[src/core/cantt_pkg.sv]
package cantt_pkg;
  localparam int CLK_MHZ = 100;
  localparam int TICK_US = 1000;
  localparam int TICK_CYCLES = (TICK_US * CLK_MHZ);
  localparam int TW = 18;
  localparam int BCAST_RESP_MS = 50;
  localparam int DIR_RESP_MS = 50;
  localparam int T1_MS = 750;
  localparam int T2_MS = 1250;
  localparam int T3_MS = 1250;
  localparam int T4_MS = 1050;
  localparam int IVL_DB_MS = 100;
  localparam logic [7:0] A_CTRL = 8'h00;
  localparam logic [7:0] A_CMD = 8'h04;
  localparam logic [7:0] A_STATUS = 8'h08;
  localparam logic [7:0] A_MASK = 8'h0c;
  localparam logic [7:0] A_T_BCAST = 8'h10;
  localparam logic [7:0] A_T_DIR = 8'h14;
  localparam logic [7:0] A_T1 = 8'h18;
  localparam logic [7:0] A_T2 = 8'h1c;
  localparam logic [7:0] A_T3 = 8'h20;
  localparam logic [7:0] A_T4 = 8'h24;
  localparam logic [7:0] A_OFFSET = 8'h28;
  localparam logic [7:0] A_INTERVAL = 8'h2c;
  localparam logic [7:0] A_ARB_ID = 8'h30;
  localparam logic [7:0] A_QSIZE = 8'h34;
  localparam logic [7:0] A_STATE = 8'h38;
  localparam logic [7:0] A_FCNT = 8'h3c;
  localparam int CTRL_CYC_EN = 0;
  localparam int CTRL_BUSY = 1;
  localparam int CMD_RTS = 0;
  localparam int CMD_BAM = 1;
  localparam int CMD_CNT_LSB = 8;
  localparam int ST_T1 = 0;
  localparam int ST_T2 = 1;
  localparam int ST_T3 = 2;
  localparam int ST_T4 = 3;
  localparam int ST_TX_DONE = 4;
  localparam int ST_RX_DONE = 5;
  localparam int ST_BAM_DONE = 6;
  localparam int ST_FRAME = 7;
  localparam logic [31:0] OFFSET_RST = 32'hffffffff;
  localparam int QS_FAST_MS = 20;
  localparam logic [7:0] QS_DEEP = 8'h40;
  localparam logic [7:0] QS_SHALLOW = 8'h10;
  typedef enum logic [2:0] {MSG_RTS, MSG_CTS, MSG_HOLD, MSG_DT, MSG_ACK, MSG_BAM} cantt_msg_t;
endpackage

[src/core/cantt_link_if.sv]
`timescale 1ns/1ns
`default_nettype none
interface cantt_link_if;
  logic d2p_valid;
  cantt_pkg::cantt_msg_t d2p_kind;
  logic [7:0] d2p_data;
  logic p2d_valid;
  cantt_pkg::cantt_msg_t p2d_kind;
  logic [7:0] p2d_data;
  logic frame_tx;
  modport dev (output d2p_valid, output d2p_kind, output d2p_data, output frame_tx,
               input p2d_valid, input p2d_kind, input p2d_data);
  modport partner (input d2p_valid, input d2p_kind, input d2p_data, input frame_tx,
                   output p2d_valid, output p2d_kind, output p2d_data);
endinterface
`default_nettype wire

[src/core/cantt_dev.sv]
// The register addresses and the plain strobed port were left to the implementer.
`timescale 1ns/1ns
`default_nettype none
module cantt_dev #(
  parameter int TICK_CYCLES = cantt_pkg::TICK_CYCLES
) (
  input wire logic i_clk_sys,
  input wire logic i_rst,
  cantt_link_if.dev link,
  input wire logic [7:0] i_addr,
  input wire logic [31:0] i_wdata,
  input wire logic i_wr,
  input wire logic i_rd,
  output logic [31:0] o_rdata,
  output logic o_irq
);
  localparam int TW = cantt_pkg::TW;
  // refused at elaboration: the prescaler cannot count below one cycle
  if (TICK_CYCLES < 1) begin
    $error("TICK_CYCLES must be at least one");
  end
  typedef enum logic [1:0] {R_IDLE, R_GRANT, R_WAIT_DT, R_ACK} cantt_rst_t;
  typedef enum logic [2:0] {O_IDLE, O_RTS, O_WAIT_CTS, O_HOLD, O_SEND, O_WAIT_ACK} cantt_ost_t;
  typedef enum logic [1:0] {B_IDLE, B_ANN, B_GAP, B_DT} cantt_bst_t;
  cantt_rst_t r_state_q;
  cantt_ost_t o_state_q;
  cantt_bst_t b_state_q;
  logic [31:0] pre_q;
  logic tick;
  logic [1:0] ctrl_q;
  logic [7:0] st_q, mask_q, ev, qsize_q;
  logic [TW-1:0] t_bcast_q, t_dir_q, t1_q, t2_q, t3_q, t4_q, ivl_q;
  logic [31:0] offset_q, arb_q;
  logic [15:0] fcnt_q;
  logic qs_fixed_q, cyc_d1_q, ivl_rst_q;
  logic [7:0] rx_total_q, rx_cnt_q, o_total_q, o_cnt_q, b_total_q, b_cnt_q;
  logic hold_sent_q;
  logic busy, cyc_en, ivl_wr, cmd_wr, cyc_start;
  logic rx_rts, rx_cts, rx_hold, rx_dt, rx_ack;
  logic r_req, o_req, b_req, r_gnt, o_gnt, b_gnt;
  cantt_pkg::cantt_msg_t r_kind, o_kind;
  logic tr_load, tr_stop, tr_exp, to_load, to_stop, to_exp, tb_load, tb_exp, tc_load, tc_exp;
  logic [TW-1:0] tr_lim, to_lim, tc_lim, off_eff, off_auto;
  logic tc_run;

  always_ff @(posedge i_clk_sys or posedge i_rst) begin
    if (i_rst) pre_q <= '0;
    else if (pre_q >= 32'(TICK_CYCLES - 1)) pre_q <= '0;
    else pre_q <= pre_q + 32'h1;
  end
  assign tick = (pre_q == 32'(TICK_CYCLES - 1));

  assign busy = ctrl_q[cantt_pkg::CTRL_BUSY];
  assign cyc_en = ctrl_q[cantt_pkg::CTRL_CYC_EN];
  assign ivl_wr = i_wr && (i_addr == cantt_pkg::A_INTERVAL);
  assign cmd_wr = i_wr && (i_addr == cantt_pkg::A_CMD);
  assign rx_rts = link.p2d_valid && (link.p2d_kind == cantt_pkg::MSG_RTS);
  assign rx_cts = link.p2d_valid && (link.p2d_kind == cantt_pkg::MSG_CTS);
  assign rx_hold = link.p2d_valid && (link.p2d_kind == cantt_pkg::MSG_HOLD);
  assign rx_dt = link.p2d_valid && (link.p2d_kind == cantt_pkg::MSG_DT);
  assign rx_ack = link.p2d_valid && (link.p2d_kind == cantt_pkg::MSG_ACK);

  always_ff @(posedge i_clk_sys or posedge i_rst) begin
    if (i_rst) begin
      ctrl_q <= '0;
      mask_q <= '0;
      t_bcast_q <= TW'(cantt_pkg::BCAST_RESP_MS);
      t_dir_q <= TW'(cantt_pkg::DIR_RESP_MS);
      t1_q <= TW'(cantt_pkg::T1_MS);
      t2_q <= TW'(cantt_pkg::T2_MS);
      t3_q <= TW'(cantt_pkg::T3_MS);
      t4_q <= TW'(cantt_pkg::T4_MS);
      offset_q <= cantt_pkg::OFFSET_RST;
      ivl_q <= TW'(cantt_pkg::IVL_DB_MS);
      arb_q <= '0;
    end else if (i_wr) begin
      case (i_addr)
        cantt_pkg::A_CTRL: ctrl_q <= i_wdata[1:0];
        cantt_pkg::A_MASK: mask_q <= i_wdata[7:0];
        cantt_pkg::A_T_BCAST: t_bcast_q <= i_wdata[TW-1:0];
        cantt_pkg::A_T_DIR: t_dir_q <= i_wdata[TW-1:0];
        cantt_pkg::A_T1: t1_q <= i_wdata[TW-1:0];
        cantt_pkg::A_T2: t2_q <= i_wdata[TW-1:0];
        cantt_pkg::A_T3: t3_q <= i_wdata[TW-1:0];
        cantt_pkg::A_T4: t4_q <= i_wdata[TW-1:0];
        cantt_pkg::A_OFFSET: offset_q <= i_wdata;
        cantt_pkg::A_INTERVAL: ivl_q <= i_wdata[TW-1:0];
        cantt_pkg::A_ARB_ID: arb_q <= i_wdata;
        default: ;
      endcase
    end
  end

  // set wins over the write-one clear
  always_ff @(posedge i_clk_sys or posedge i_rst) begin
    if (i_rst) st_q <= '0;
    else if (i_wr && (i_addr == cantt_pkg::A_STATUS)) st_q <= (st_q & ~i_wdata[7:0]) | ev;
    else st_q <= st_q | ev;
  end
  assign o_irq = |(st_q & mask_q);

  always_ff @(posedge i_clk_sys or posedge i_rst) begin
    if (i_rst) o_rdata <= '0;
    else if (i_rd) begin
      case (i_addr)
        cantt_pkg::A_CTRL: o_rdata <= {30'h0, ctrl_q};
        cantt_pkg::A_STATUS: o_rdata <= {24'h0, st_q};
        cantt_pkg::A_MASK: o_rdata <= {24'h0, mask_q};
        cantt_pkg::A_T_BCAST: o_rdata <= 32'(t_bcast_q);
        cantt_pkg::A_T_DIR: o_rdata <= 32'(t_dir_q);
        cantt_pkg::A_T1: o_rdata <= 32'(t1_q);
        cantt_pkg::A_T2: o_rdata <= 32'(t2_q);
        cantt_pkg::A_T3: o_rdata <= 32'(t3_q);
        cantt_pkg::A_T4: o_rdata <= 32'(t4_q);
        cantt_pkg::A_OFFSET: o_rdata <= offset_q;
        cantt_pkg::A_INTERVAL: o_rdata <= 32'(ivl_q);
        cantt_pkg::A_ARB_ID: o_rdata <= arb_q;
        cantt_pkg::A_QSIZE: o_rdata <= {24'h0, qsize_q};
        cantt_pkg::A_STATE: o_rdata <= {24'h0, b_state_q, o_state_q, r_state_q, tc_run};
        cantt_pkg::A_FCNT: o_rdata <= {16'h0, fcnt_q};
        default: o_rdata <= '0;
      endcase
    end else o_rdata <= '0;
  end

  // fixed priority: responder answers never wait behind our own streams
  assign r_gnt = r_req;
  assign o_gnt = o_req && !r_req;
  assign b_gnt = b_req && !r_req && !o_req;
  always_ff @(posedge i_clk_sys or posedge i_rst) begin
    if (i_rst) begin
      link.d2p_valid <= 1'b0;
      link.d2p_kind <= cantt_pkg::MSG_RTS;
      link.d2p_data <= '0;
    end else begin
      link.d2p_valid <= r_req || o_req || b_req;
      if (r_gnt) begin
        link.d2p_kind <= r_kind;
        link.d2p_data <= rx_total_q;
      end else if (o_gnt) begin
        link.d2p_kind <= o_kind;
        link.d2p_data <= (o_state_q == O_RTS) ? o_total_q : o_cnt_q + 8'h1;
      end else if (b_gnt) begin
        link.d2p_kind <= (b_state_q == B_ANN) ? cantt_pkg::MSG_BAM : cantt_pkg::MSG_DT;
        link.d2p_data <= (b_state_q == B_ANN) ? b_total_q : b_cnt_q + 8'h1;
      end
    end
  end

  // responder
  assign r_req = ((r_state_q == R_GRANT) && (!busy || !hold_sent_q)) || (r_state_q == R_ACK);
  assign r_kind = (r_state_q == R_ACK) ? cantt_pkg::MSG_ACK :
                  (busy ? cantt_pkg::MSG_HOLD : cantt_pkg::MSG_CTS);
  // a hold is renewed each rx gap limit so the far end's hold timer never runs out
  assign tr_load = (r_gnt && (r_state_q == R_GRANT)) ||
                   (rx_dt && (r_state_q == R_WAIT_DT) && (rx_cnt_q + 8'h1 != rx_total_q));
  assign tr_lim = (r_state_q == R_WAIT_DT) ? t1_q : (busy ? t1_q : t2_q);
  assign tr_stop = (r_state_q == R_ACK) || (r_state_q == R_IDLE);
  always_ff @(posedge i_clk_sys or posedge i_rst) begin
    if (i_rst) begin
      r_state_q <= R_IDLE;
      rx_total_q <= '0;
      rx_cnt_q <= '0;
      hold_sent_q <= 1'b0;
    end else begin
      case (r_state_q)
        R_IDLE: if (rx_rts) begin
          rx_total_q <= link.p2d_data;
          rx_cnt_q <= '0;
          hold_sent_q <= 1'b0;
          r_state_q <= R_GRANT;
        end
        R_GRANT: begin
          if (r_gnt && busy) hold_sent_q <= 1'b1;
          else if (tr_exp) hold_sent_q <= 1'b0;
          if (r_gnt && !busy) r_state_q <= R_WAIT_DT;
        end
        R_WAIT_DT: begin
          if (rx_dt) begin
            rx_cnt_q <= rx_cnt_q + 8'h1;
            if (rx_cnt_q + 8'h1 == rx_total_q) r_state_q <= R_ACK;
          end else if (tr_exp) r_state_q <= R_IDLE;
        end
        R_ACK: if (r_gnt) r_state_q <= R_IDLE;
        default: r_state_q <= R_IDLE;
      endcase
    end
  end

  // originator
  assign o_req = (o_state_q == O_RTS) || (o_state_q == O_SEND);
  assign o_kind = (o_state_q == O_RTS) ? cantt_pkg::MSG_RTS : cantt_pkg::MSG_DT;
  assign to_load = (o_gnt && (o_state_q == O_RTS)) ||
                   (o_gnt && (o_cnt_q + 8'h1 == o_total_q)) ||
                   (rx_hold && ((o_state_q == O_WAIT_CTS) || (o_state_q == O_HOLD)));
  assign to_lim = rx_hold ? t4_q : t3_q;
  assign to_stop = (o_state_q == O_IDLE) || (o_state_q == O_SEND);
  always_ff @(posedge i_clk_sys or posedge i_rst) begin
    if (i_rst) begin
      o_state_q <= O_IDLE;
      o_total_q <= '0;
      o_cnt_q <= '0;
    end else begin
      case (o_state_q)
        O_IDLE: if (cmd_wr && i_wdata[cantt_pkg::CMD_RTS]) begin
          o_total_q <= i_wdata[cantt_pkg::CMD_CNT_LSB +: 8];
          o_state_q <= O_RTS;
        end
        O_RTS: if (o_gnt) o_state_q <= O_WAIT_CTS;
        O_WAIT_CTS, O_HOLD: begin
          o_cnt_q <= '0;
          if (rx_cts) o_state_q <= O_SEND;
          else if (rx_hold) o_state_q <= O_HOLD;
          else if (to_exp) o_state_q <= O_IDLE;
        end
        O_SEND: if (o_gnt) begin
          o_cnt_q <= o_cnt_q + 8'h1;
          if (o_cnt_q + 8'h1 == o_total_q) o_state_q <= O_WAIT_ACK;
        end
        O_WAIT_ACK: begin
          o_cnt_q <= '0;
          if (rx_ack) o_state_q <= O_IDLE;
          else if (rx_cts) o_state_q <= O_SEND;
          else if (rx_hold) o_state_q <= O_HOLD;
          else if (to_exp) o_state_q <= O_IDLE;
        end
        default: o_state_q <= O_IDLE;
      endcase
    end
  end

  // broadcast
  assign b_req = (b_state_q == B_ANN) || (b_state_q == B_DT);
  assign tb_load = b_gnt && !((b_state_q == B_DT) && (b_cnt_q + 8'h1 == b_total_q));
  always_ff @(posedge i_clk_sys or posedge i_rst) begin
    if (i_rst) begin
      b_state_q <= B_IDLE;
      b_total_q <= '0;
      b_cnt_q <= '0;
    end else begin
      case (b_state_q)
        B_IDLE: if (cmd_wr && i_wdata[cantt_pkg::CMD_BAM]) begin
          b_total_q <= i_wdata[cantt_pkg::CMD_CNT_LSB +: 8];
          b_cnt_q <= '0;
          b_state_q <= B_ANN;
        end
        B_ANN: if (b_gnt) b_state_q <= B_GAP;
        B_GAP: if (tb_exp) b_state_q <= B_DT;
        B_DT: if (b_gnt) begin
          b_cnt_q <= b_cnt_q + 8'h1;
          b_state_q <= (b_cnt_q + 8'h1 == b_total_q) ? B_IDLE : B_GAP;
        end
        default: b_state_q <= B_IDLE;
      endcase
    end
  end

  // cyclic frame
  assign off_auto = (TW'(arb_q[7:0]) < ivl_q) ? TW'(arb_q[7:0]) : '0;
  assign off_eff = offset_q[31] ? off_auto : offset_q[TW-1:0];
  assign cyc_start = cyc_en && (!cyc_d1_q || ivl_rst_q);
  assign tc_load = cyc_start || (tc_exp && cyc_en);
  assign tc_lim = cyc_start ? off_eff : ivl_q;
  always_ff @(posedge i_clk_sys or posedge i_rst) begin
    if (i_rst) begin
      cyc_d1_q <= 1'b0;
      ivl_rst_q <= 1'b0;
      link.frame_tx <= 1'b0;
      fcnt_q <= '0;
    end else begin
      cyc_d1_q <= cyc_en;
      ivl_rst_q <= ivl_wr && cyc_en;
      link.frame_tx <= tc_exp && cyc_en && !ivl_rst_q;
      if (tc_exp && cyc_en && !ivl_rst_q) fcnt_q <= fcnt_q + 16'h1;
    end
  end
  // a rate change later can leave the queue too small; software must size it up front
  always_ff @(posedge i_clk_sys or posedge i_rst) begin
    if (i_rst) begin
      qs_fixed_q <= 1'b0;
      qsize_q <= cantt_pkg::QS_SHALLOW;
    end else if (cyc_start && !qs_fixed_q) begin
      qs_fixed_q <= 1'b1;
      qsize_q <= (ivl_q < TW'(cantt_pkg::QS_FAST_MS)) ? cantt_pkg::QS_DEEP : cantt_pkg::QS_SHALLOW;
    end
  end

  assign ev[cantt_pkg::ST_T1] = tr_exp && (r_state_q == R_WAIT_DT) && !rx_dt && (rx_cnt_q != 8'h0);
  assign ev[cantt_pkg::ST_T2] = tr_exp && (r_state_q == R_WAIT_DT) && !rx_dt && (rx_cnt_q == 8'h0);
  assign ev[cantt_pkg::ST_T3] = to_exp && (o_state_q != O_HOLD) && !rx_cts && !rx_hold && !rx_ack;
  assign ev[cantt_pkg::ST_T4] = to_exp && (o_state_q == O_HOLD) && !rx_cts && !rx_hold;
  assign ev[cantt_pkg::ST_TX_DONE] = rx_ack && (o_state_q == O_WAIT_ACK);
  assign ev[cantt_pkg::ST_RX_DONE] = r_gnt && (r_state_q == R_ACK);
  assign ev[cantt_pkg::ST_BAM_DONE] = b_gnt && (b_state_q == B_DT) && (b_cnt_q + 8'h1 == b_total_q);
  assign ev[cantt_pkg::ST_FRAME] = tc_exp && cyc_en && !ivl_rst_q;

  cantt_timer #(.W(TW)) u_tr (.i_clk_sys(i_clk_sys), .i_rst(i_rst), .i_tick(tick),
    .i_load(tr_load), .i_stop(tr_stop), .i_limit(tr_lim), .o_expired(tr_exp), .o_running());
  cantt_timer #(.W(TW)) u_to (.i_clk_sys(i_clk_sys), .i_rst(i_rst), .i_tick(tick),
    .i_load(to_load), .i_stop(to_stop), .i_limit(to_lim), .o_expired(to_exp), .o_running());
  cantt_timer #(.W(TW)) u_tb (.i_clk_sys(i_clk_sys), .i_rst(i_rst), .i_tick(tick),
    .i_load(tb_load), .i_stop(b_state_q == B_IDLE), .i_limit(t_bcast_q), .o_expired(tb_exp),
    .o_running());
  cantt_timer #(.W(TW)) u_tc (.i_clk_sys(i_clk_sys), .i_rst(i_rst), .i_tick(tick),
    .i_load(tc_load), .i_stop(!cyc_en), .i_limit(tc_lim), .o_expired(tc_exp), .o_running(tc_run));
endmodule
`default_nettype wire

[src/core/cantt_timer.sv]
`timescale 1ns/1ns
`default_nettype none
module cantt_timer #(
  parameter int W = 18
) (
  input wire logic i_clk_sys,
  input wire logic i_rst,
  input wire logic i_tick,
  input wire logic i_load,
  input wire logic i_stop,
  input wire logic [W-1:0] i_limit,
  output logic o_expired,
  output logic o_running
);
  logic [W-1:0] cnt_q;
  // expires on the limit-th tick after load; tick phase makes it up to one tick early
  always_ff @(posedge i_clk_sys or posedge i_rst) begin
    if (i_rst) begin
      cnt_q <= '0;
      o_running <= 1'b0;
      o_expired <= 1'b0;
    end else begin
      o_expired <= 1'b0;
      if (i_load) begin
        cnt_q <= i_limit;
        o_running <= 1'b1;
      end else if (i_stop) begin
        o_running <= 1'b0;
      end else if (o_running && i_tick) begin
        if (cnt_q <= W'(1)) begin
          o_running <= 1'b0;
          o_expired <= 1'b1;
        end else begin
          cnt_q <= cnt_q - W'(1);
        end
      end
    end
  end
endmodule
`default_nettype wire

[src/flat_wrapper.sv]
// flat-port wrapper written by rule: the top's interface ports become plain ports
module cantt_dev_flat 
#(
  parameter int TICK_CYCLES = cantt_pkg::TICK_CYCLES
)
  (i_clk_sys, i_rst, i_addr, i_wdata, i_wr, i_rd, o_rdata, o_irq, link_d2p_valid, link_d2p_kind, link_d2p_data, link_frame_tx, link_p2d_valid, link_p2d_kind, link_p2d_data);
  cantt_link_if link_i ();
  input wire logic i_clk_sys;
  input wire logic i_rst;
  input wire logic [7:0] i_addr;
  input wire logic [31:0] i_wdata;
  input wire logic i_wr;
  input wire logic i_rd;
  output logic [31:0] o_rdata;
  output logic o_irq;
  output wire logic [$bits(link_i.d2p_valid)-1:0] link_d2p_valid;
  output wire logic [$bits(link_i.d2p_kind)-1:0] link_d2p_kind;
  output wire logic [$bits(link_i.d2p_data)-1:0] link_d2p_data;
  output wire logic [$bits(link_i.frame_tx)-1:0] link_frame_tx;
  input wire logic [$bits(link_i.p2d_valid)-1:0] link_p2d_valid;
  input wire logic [$bits(link_i.p2d_kind)-1:0] link_p2d_kind;
  input wire logic [$bits(link_i.p2d_data)-1:0] link_p2d_data;
  assign link_d2p_valid = link_i.d2p_valid;
  assign link_d2p_kind = link_i.d2p_kind;
  assign link_d2p_data = link_i.d2p_data;
  assign link_frame_tx = link_i.frame_tx;
  assign link_i.p2d_valid = link_p2d_valid;
  assign link_i.p2d_kind = link_p2d_kind;
  assign link_i.p2d_data = link_p2d_data;
  cantt_dev #(.TICK_CYCLES(TICK_CYCLES)) u_core (.i_clk_sys(i_clk_sys), .i_rst(i_rst), .link(link_i), .i_addr(i_addr), .i_wdata(i_wdata), .i_wr(i_wr), .i_rd(i_rd), .o_rdata(o_rdata), .o_irq(o_irq));
endmodule
[config.mk]
export PLATFORM = sky130hd
export DESIGN_NAME = cantt_dev_flat
export DESIGN_NICKNAME = d
export VERILOG_FILES = /design/src/core/cantt_pkg.sv /design/src/core/cantt_link_if.sv /design/src/core/cantt_dev.sv /design/src/core/cantt_timer.sv /design/src/flat_wrapper.sv
export SDC_FILE = /design/constraint.sdc
export NUM_CORES = 1
export LEC_CHECK = 0
export BUFFER_PORTS_ARGS = -buffer_cell sky130_fd_sc_hd__buf_2
export CAP_MARGIN = 20
export CORE_MARGIN = 4
export CORE_UTILIZATION = 54
export DETAILED_ROUTE_END_ITERATION = 7
export GPL_TIMING_DRIVEN = 0
export PLACE_DENSITY = 0.71
export SLEW_MARGIN = 20
export SYNTH_ARGS = -nofsm -noshare
export SYNTH_HDL_FRONTEND = slang
export SYNTH_HIERARCHICAL = 1
export SYNTH_SLANG_ARGS = --single-unit
[constraint.sdc]
create_clock -name i_clk_sys -period 33.4 [get_ports i_clk_sys]
set_input_delay 3.34 -clock i_clk_sys [delete_from_list [all_inputs] [get_ports i_clk_sys]]
set_output_delay 3.34 -clock i_clk_sys [all_outputs]
set_load 0.02 [all_outputs]
==> run metrics <==
status complete, no violations; Hold EP u_core/link.d2p_data[2]; die span in y ~220 µm; PwrDens 60.5 nW/µm²; fillers 3,520; Pre-antenna DRT Iters 6; Initial Utilization 54.6%; CTS tree yes; total number of vias 19,400; layout cells sized above 1 25.5%; reg2reg start u_core/r_state_q[1]; Mapped Cells 2,230; critical path data arrival time 6.94 ns; PnR worst setup slack between 20 and 30 ns; Top FF cell, synth dfrtp_1; Post-synth top cells dfrtp_1 (379), mux2_2 (268), nand2_1 (165); share of the synthesized area in the top cell type 40.3%; Syn Area/Cell approximately 11 µm²; die width 217 µm; Area growth syn-to-layout 13.5%; Slew HR 22.9%; Slew @ Worst Pin about 1.1 ns; FP Rows 76; critical-path maximum fanout 10; post-synthesis sequential area ratio 47.4%; largest area contributor in the netlist dfrtp_1; Post-Syn Area about 24,000 µm²; leak pwr 11.6 nW; Finish-stage setup viols 0; IO buf count 98; Critical Path RT ~34 ns; final hold violations 0; most frequent cell after synthesis dfrtp_1; worst hold path type reg2reg; largest net degree at the start of global routing about 110; Antenna Violating Nets Remaining 0; ranking of synthesized cells by area dfrtp_1 (40%), mux2_2 (13%), dfstp_2 (7.0%); hold buffer count at CTS 0; Avg WL per Cell approximately 24 µm; grt total ovfl 0; Warnings, synthesis 6; asr flop ratio synth 100%; CTS Buf Count 49; Nets 2,478; clk_skew between 0.015 and 0.02 ns; Crit Path Class in2reg; Iter 0 DRT Violations 2,273; capture point of the worst reg-to-reg path u_core/u_to/cnt_q[5]; CP startpoint kind primary input; H-tree depth 2; maxcap violations 0; WL final a little over 70 mm; Max Fclk 0.154 GHz; first-pass GRT wire length 112 mm; Clock Tree Buf Depth 3; cts repair resizes 0; hold path depth 2; Clk Latency, worst-skew pair 0.59 ns; die area 46,900 µm²; Final Cycle Share between 10% and 20%; peak supply drop 45.4 µV; count of final max-slew check failures 0; GP Congestion 1.01; DP Worst Slack 26.49 ns; Crit. End Element register; minimum clock period after layout 6.50 ns; CTS sink cnt approximately 440; DR vias/cell 6.40; Core ar. 43,100 µm²; Clk pin slew, worst setup/hold paths approximately 0.060 ns; IO Pins 102; FF-to-FF setup slack 28.92 ns; Seq cells post-synth 442; R2R cell count 13; GRT Overall Usage 30.5%; post-CTS setup buffers 0; root buf cell clkbuf_16; antenna violations before repair 9; HPWL Detailed about 53 mm; EDFF count, synth 0; RSZ-0062 raised after global routing false; Residual DRC 0; synth unique cells 95; HP Start u_core/link.d2p_data[2]; Fin Setup TNS 0 ns; number of global-route vias before repair around 19,000
[final cells by class]
cell class,instances,area [µm²],share of cell area [%]
Buffer,137,608,2.28
Antenna cell,3,7.51,0.0281
Clock inverter,21,393,1.47
Sequential cell,442,11100,41.7
Timing Repair Buffer,102,581,2.17
Clock buffer,70,1410,5.27
Inverter,59,229,0.858
Multi-Input combinational cell,1606,11600,43.4
Tap cell,585,732,2.74
[how the worst max path moves through the flow]
stage | startpoint | to | slack, ns | cells after the start
final | link_p2d_kind[0] | u_core/u_to/cnt_q[5] | 26.90 | 12
after global routing | link_p2d_kind[0] | u_core/u_to/cnt_q[5] | 26.72 | 12
after detailed placement | link_p2d_kind[0] | u_core/u_to/cnt_q[5] | 26.49 | 12
after global placement | i_rst | u_core/link.d2p_data[2] | 16.12 | 2
after floorplan | i_rst | u_core/arb_q[0] | 20.12 | 1
after CTS | link_p2d_kind[0] | u_core/u_to/cnt_q[5] | 27.09 | 12
[layout by cell type (no fill, tap or decap), types with 46 or more instances in the layout]
cell	n
clkbuf_1	100
clkbuf_16	51
a21oi_1	64
mux2_2	268
a22oi_1	64
buf_2	130
nor2_1	141
o21ai_0	139
dfrtp_1	379
nand2_1	165
nand3_1	68
a31oi_1	46
dfstp_2	63
inv_1	57
[stage by stage]
step	hold WS [ns]	instance area (µm²)	utilization [%]	instances	total power, W
after floorplan	0.432	23600	-	2244	0.000898
after global placement	0.461	24800	57.5	2927	0.00100
after detailed placement	0.470	24900	57.8	2931	0.00101
after CTS	0.486	26700	62.0	3022	0.00162
after global routing	0.502	26700	62.0	3022	0.00169
final	0.484	26700	62.0	3025	0.00162
[layer usage]
metal	track usage [%]	vias up	share of wire (%)
met4	11.5	6	3.9
met2	46.3	924	45
li1	-	8575	-
met3	6.59	174	9.2
met1	43.2	9677	42
met5	0	-	0.060
[state kept, by name, indices dropped and copies added (netlist names), 16 cells and up]
register,flops
u_core/o_rdata,32
u_core/u_tc/cnt_q,18
u_core/u_tb/cnt_q,18
u_core/offset_q,32
u_core/ivl_q,18
u_core/fcnt_q,16
u_core/t2_q,18
u_core/t1_q,18
u_core/arb_q,32
u_core/t_bcast_q,18
u_core/t_dir_q,18
u_core/u_to/cnt_q,18
u_core/t3_q,18
u_core/u_tr/cnt_q,18
u_core/pre_q,32
u_core/t4_q,18
[logic make-up (layout without fill, tap and decap cells)]
logic type / after synthesis / count (layout) / share of synthesized area (%)
and+or+nand+nor: 702 / 702 / 16.1
AOI/OAI and AO/OA: 494 / 494 / 14.0
DFF: 442 / 442 / 47.4
muxes: 304 / 304 / 15.1
buffers and inverters: 196 / 389 / 3.53
xor gates and xnor gates: 65 / 65 / 2.48
adders and majority gates: 26 / 26 / 1.37
other: 1 / 18 / 0.0160
[power breakdown]
group          switching, W  internal (W)
logic              0.000217      0.000133
registers         0.0000639      0.000598
clock network      0.000225      0.000378
[critical path: stages]
cell      delay, ns
buf_2          0.15
nor4bb_1       0.75
clkbuf_1       0.64
nand2_1        0.13
o21ai_0        0.10
nand2_1        0.07
o21ai_0        0.42
clkbuf_1       0.44
buf_1          0.42
o21ai_0        0.18
a31oi_1        0.18
o31ai_1        0.11
Note: power is estimated with default switching activity, not from simulation.
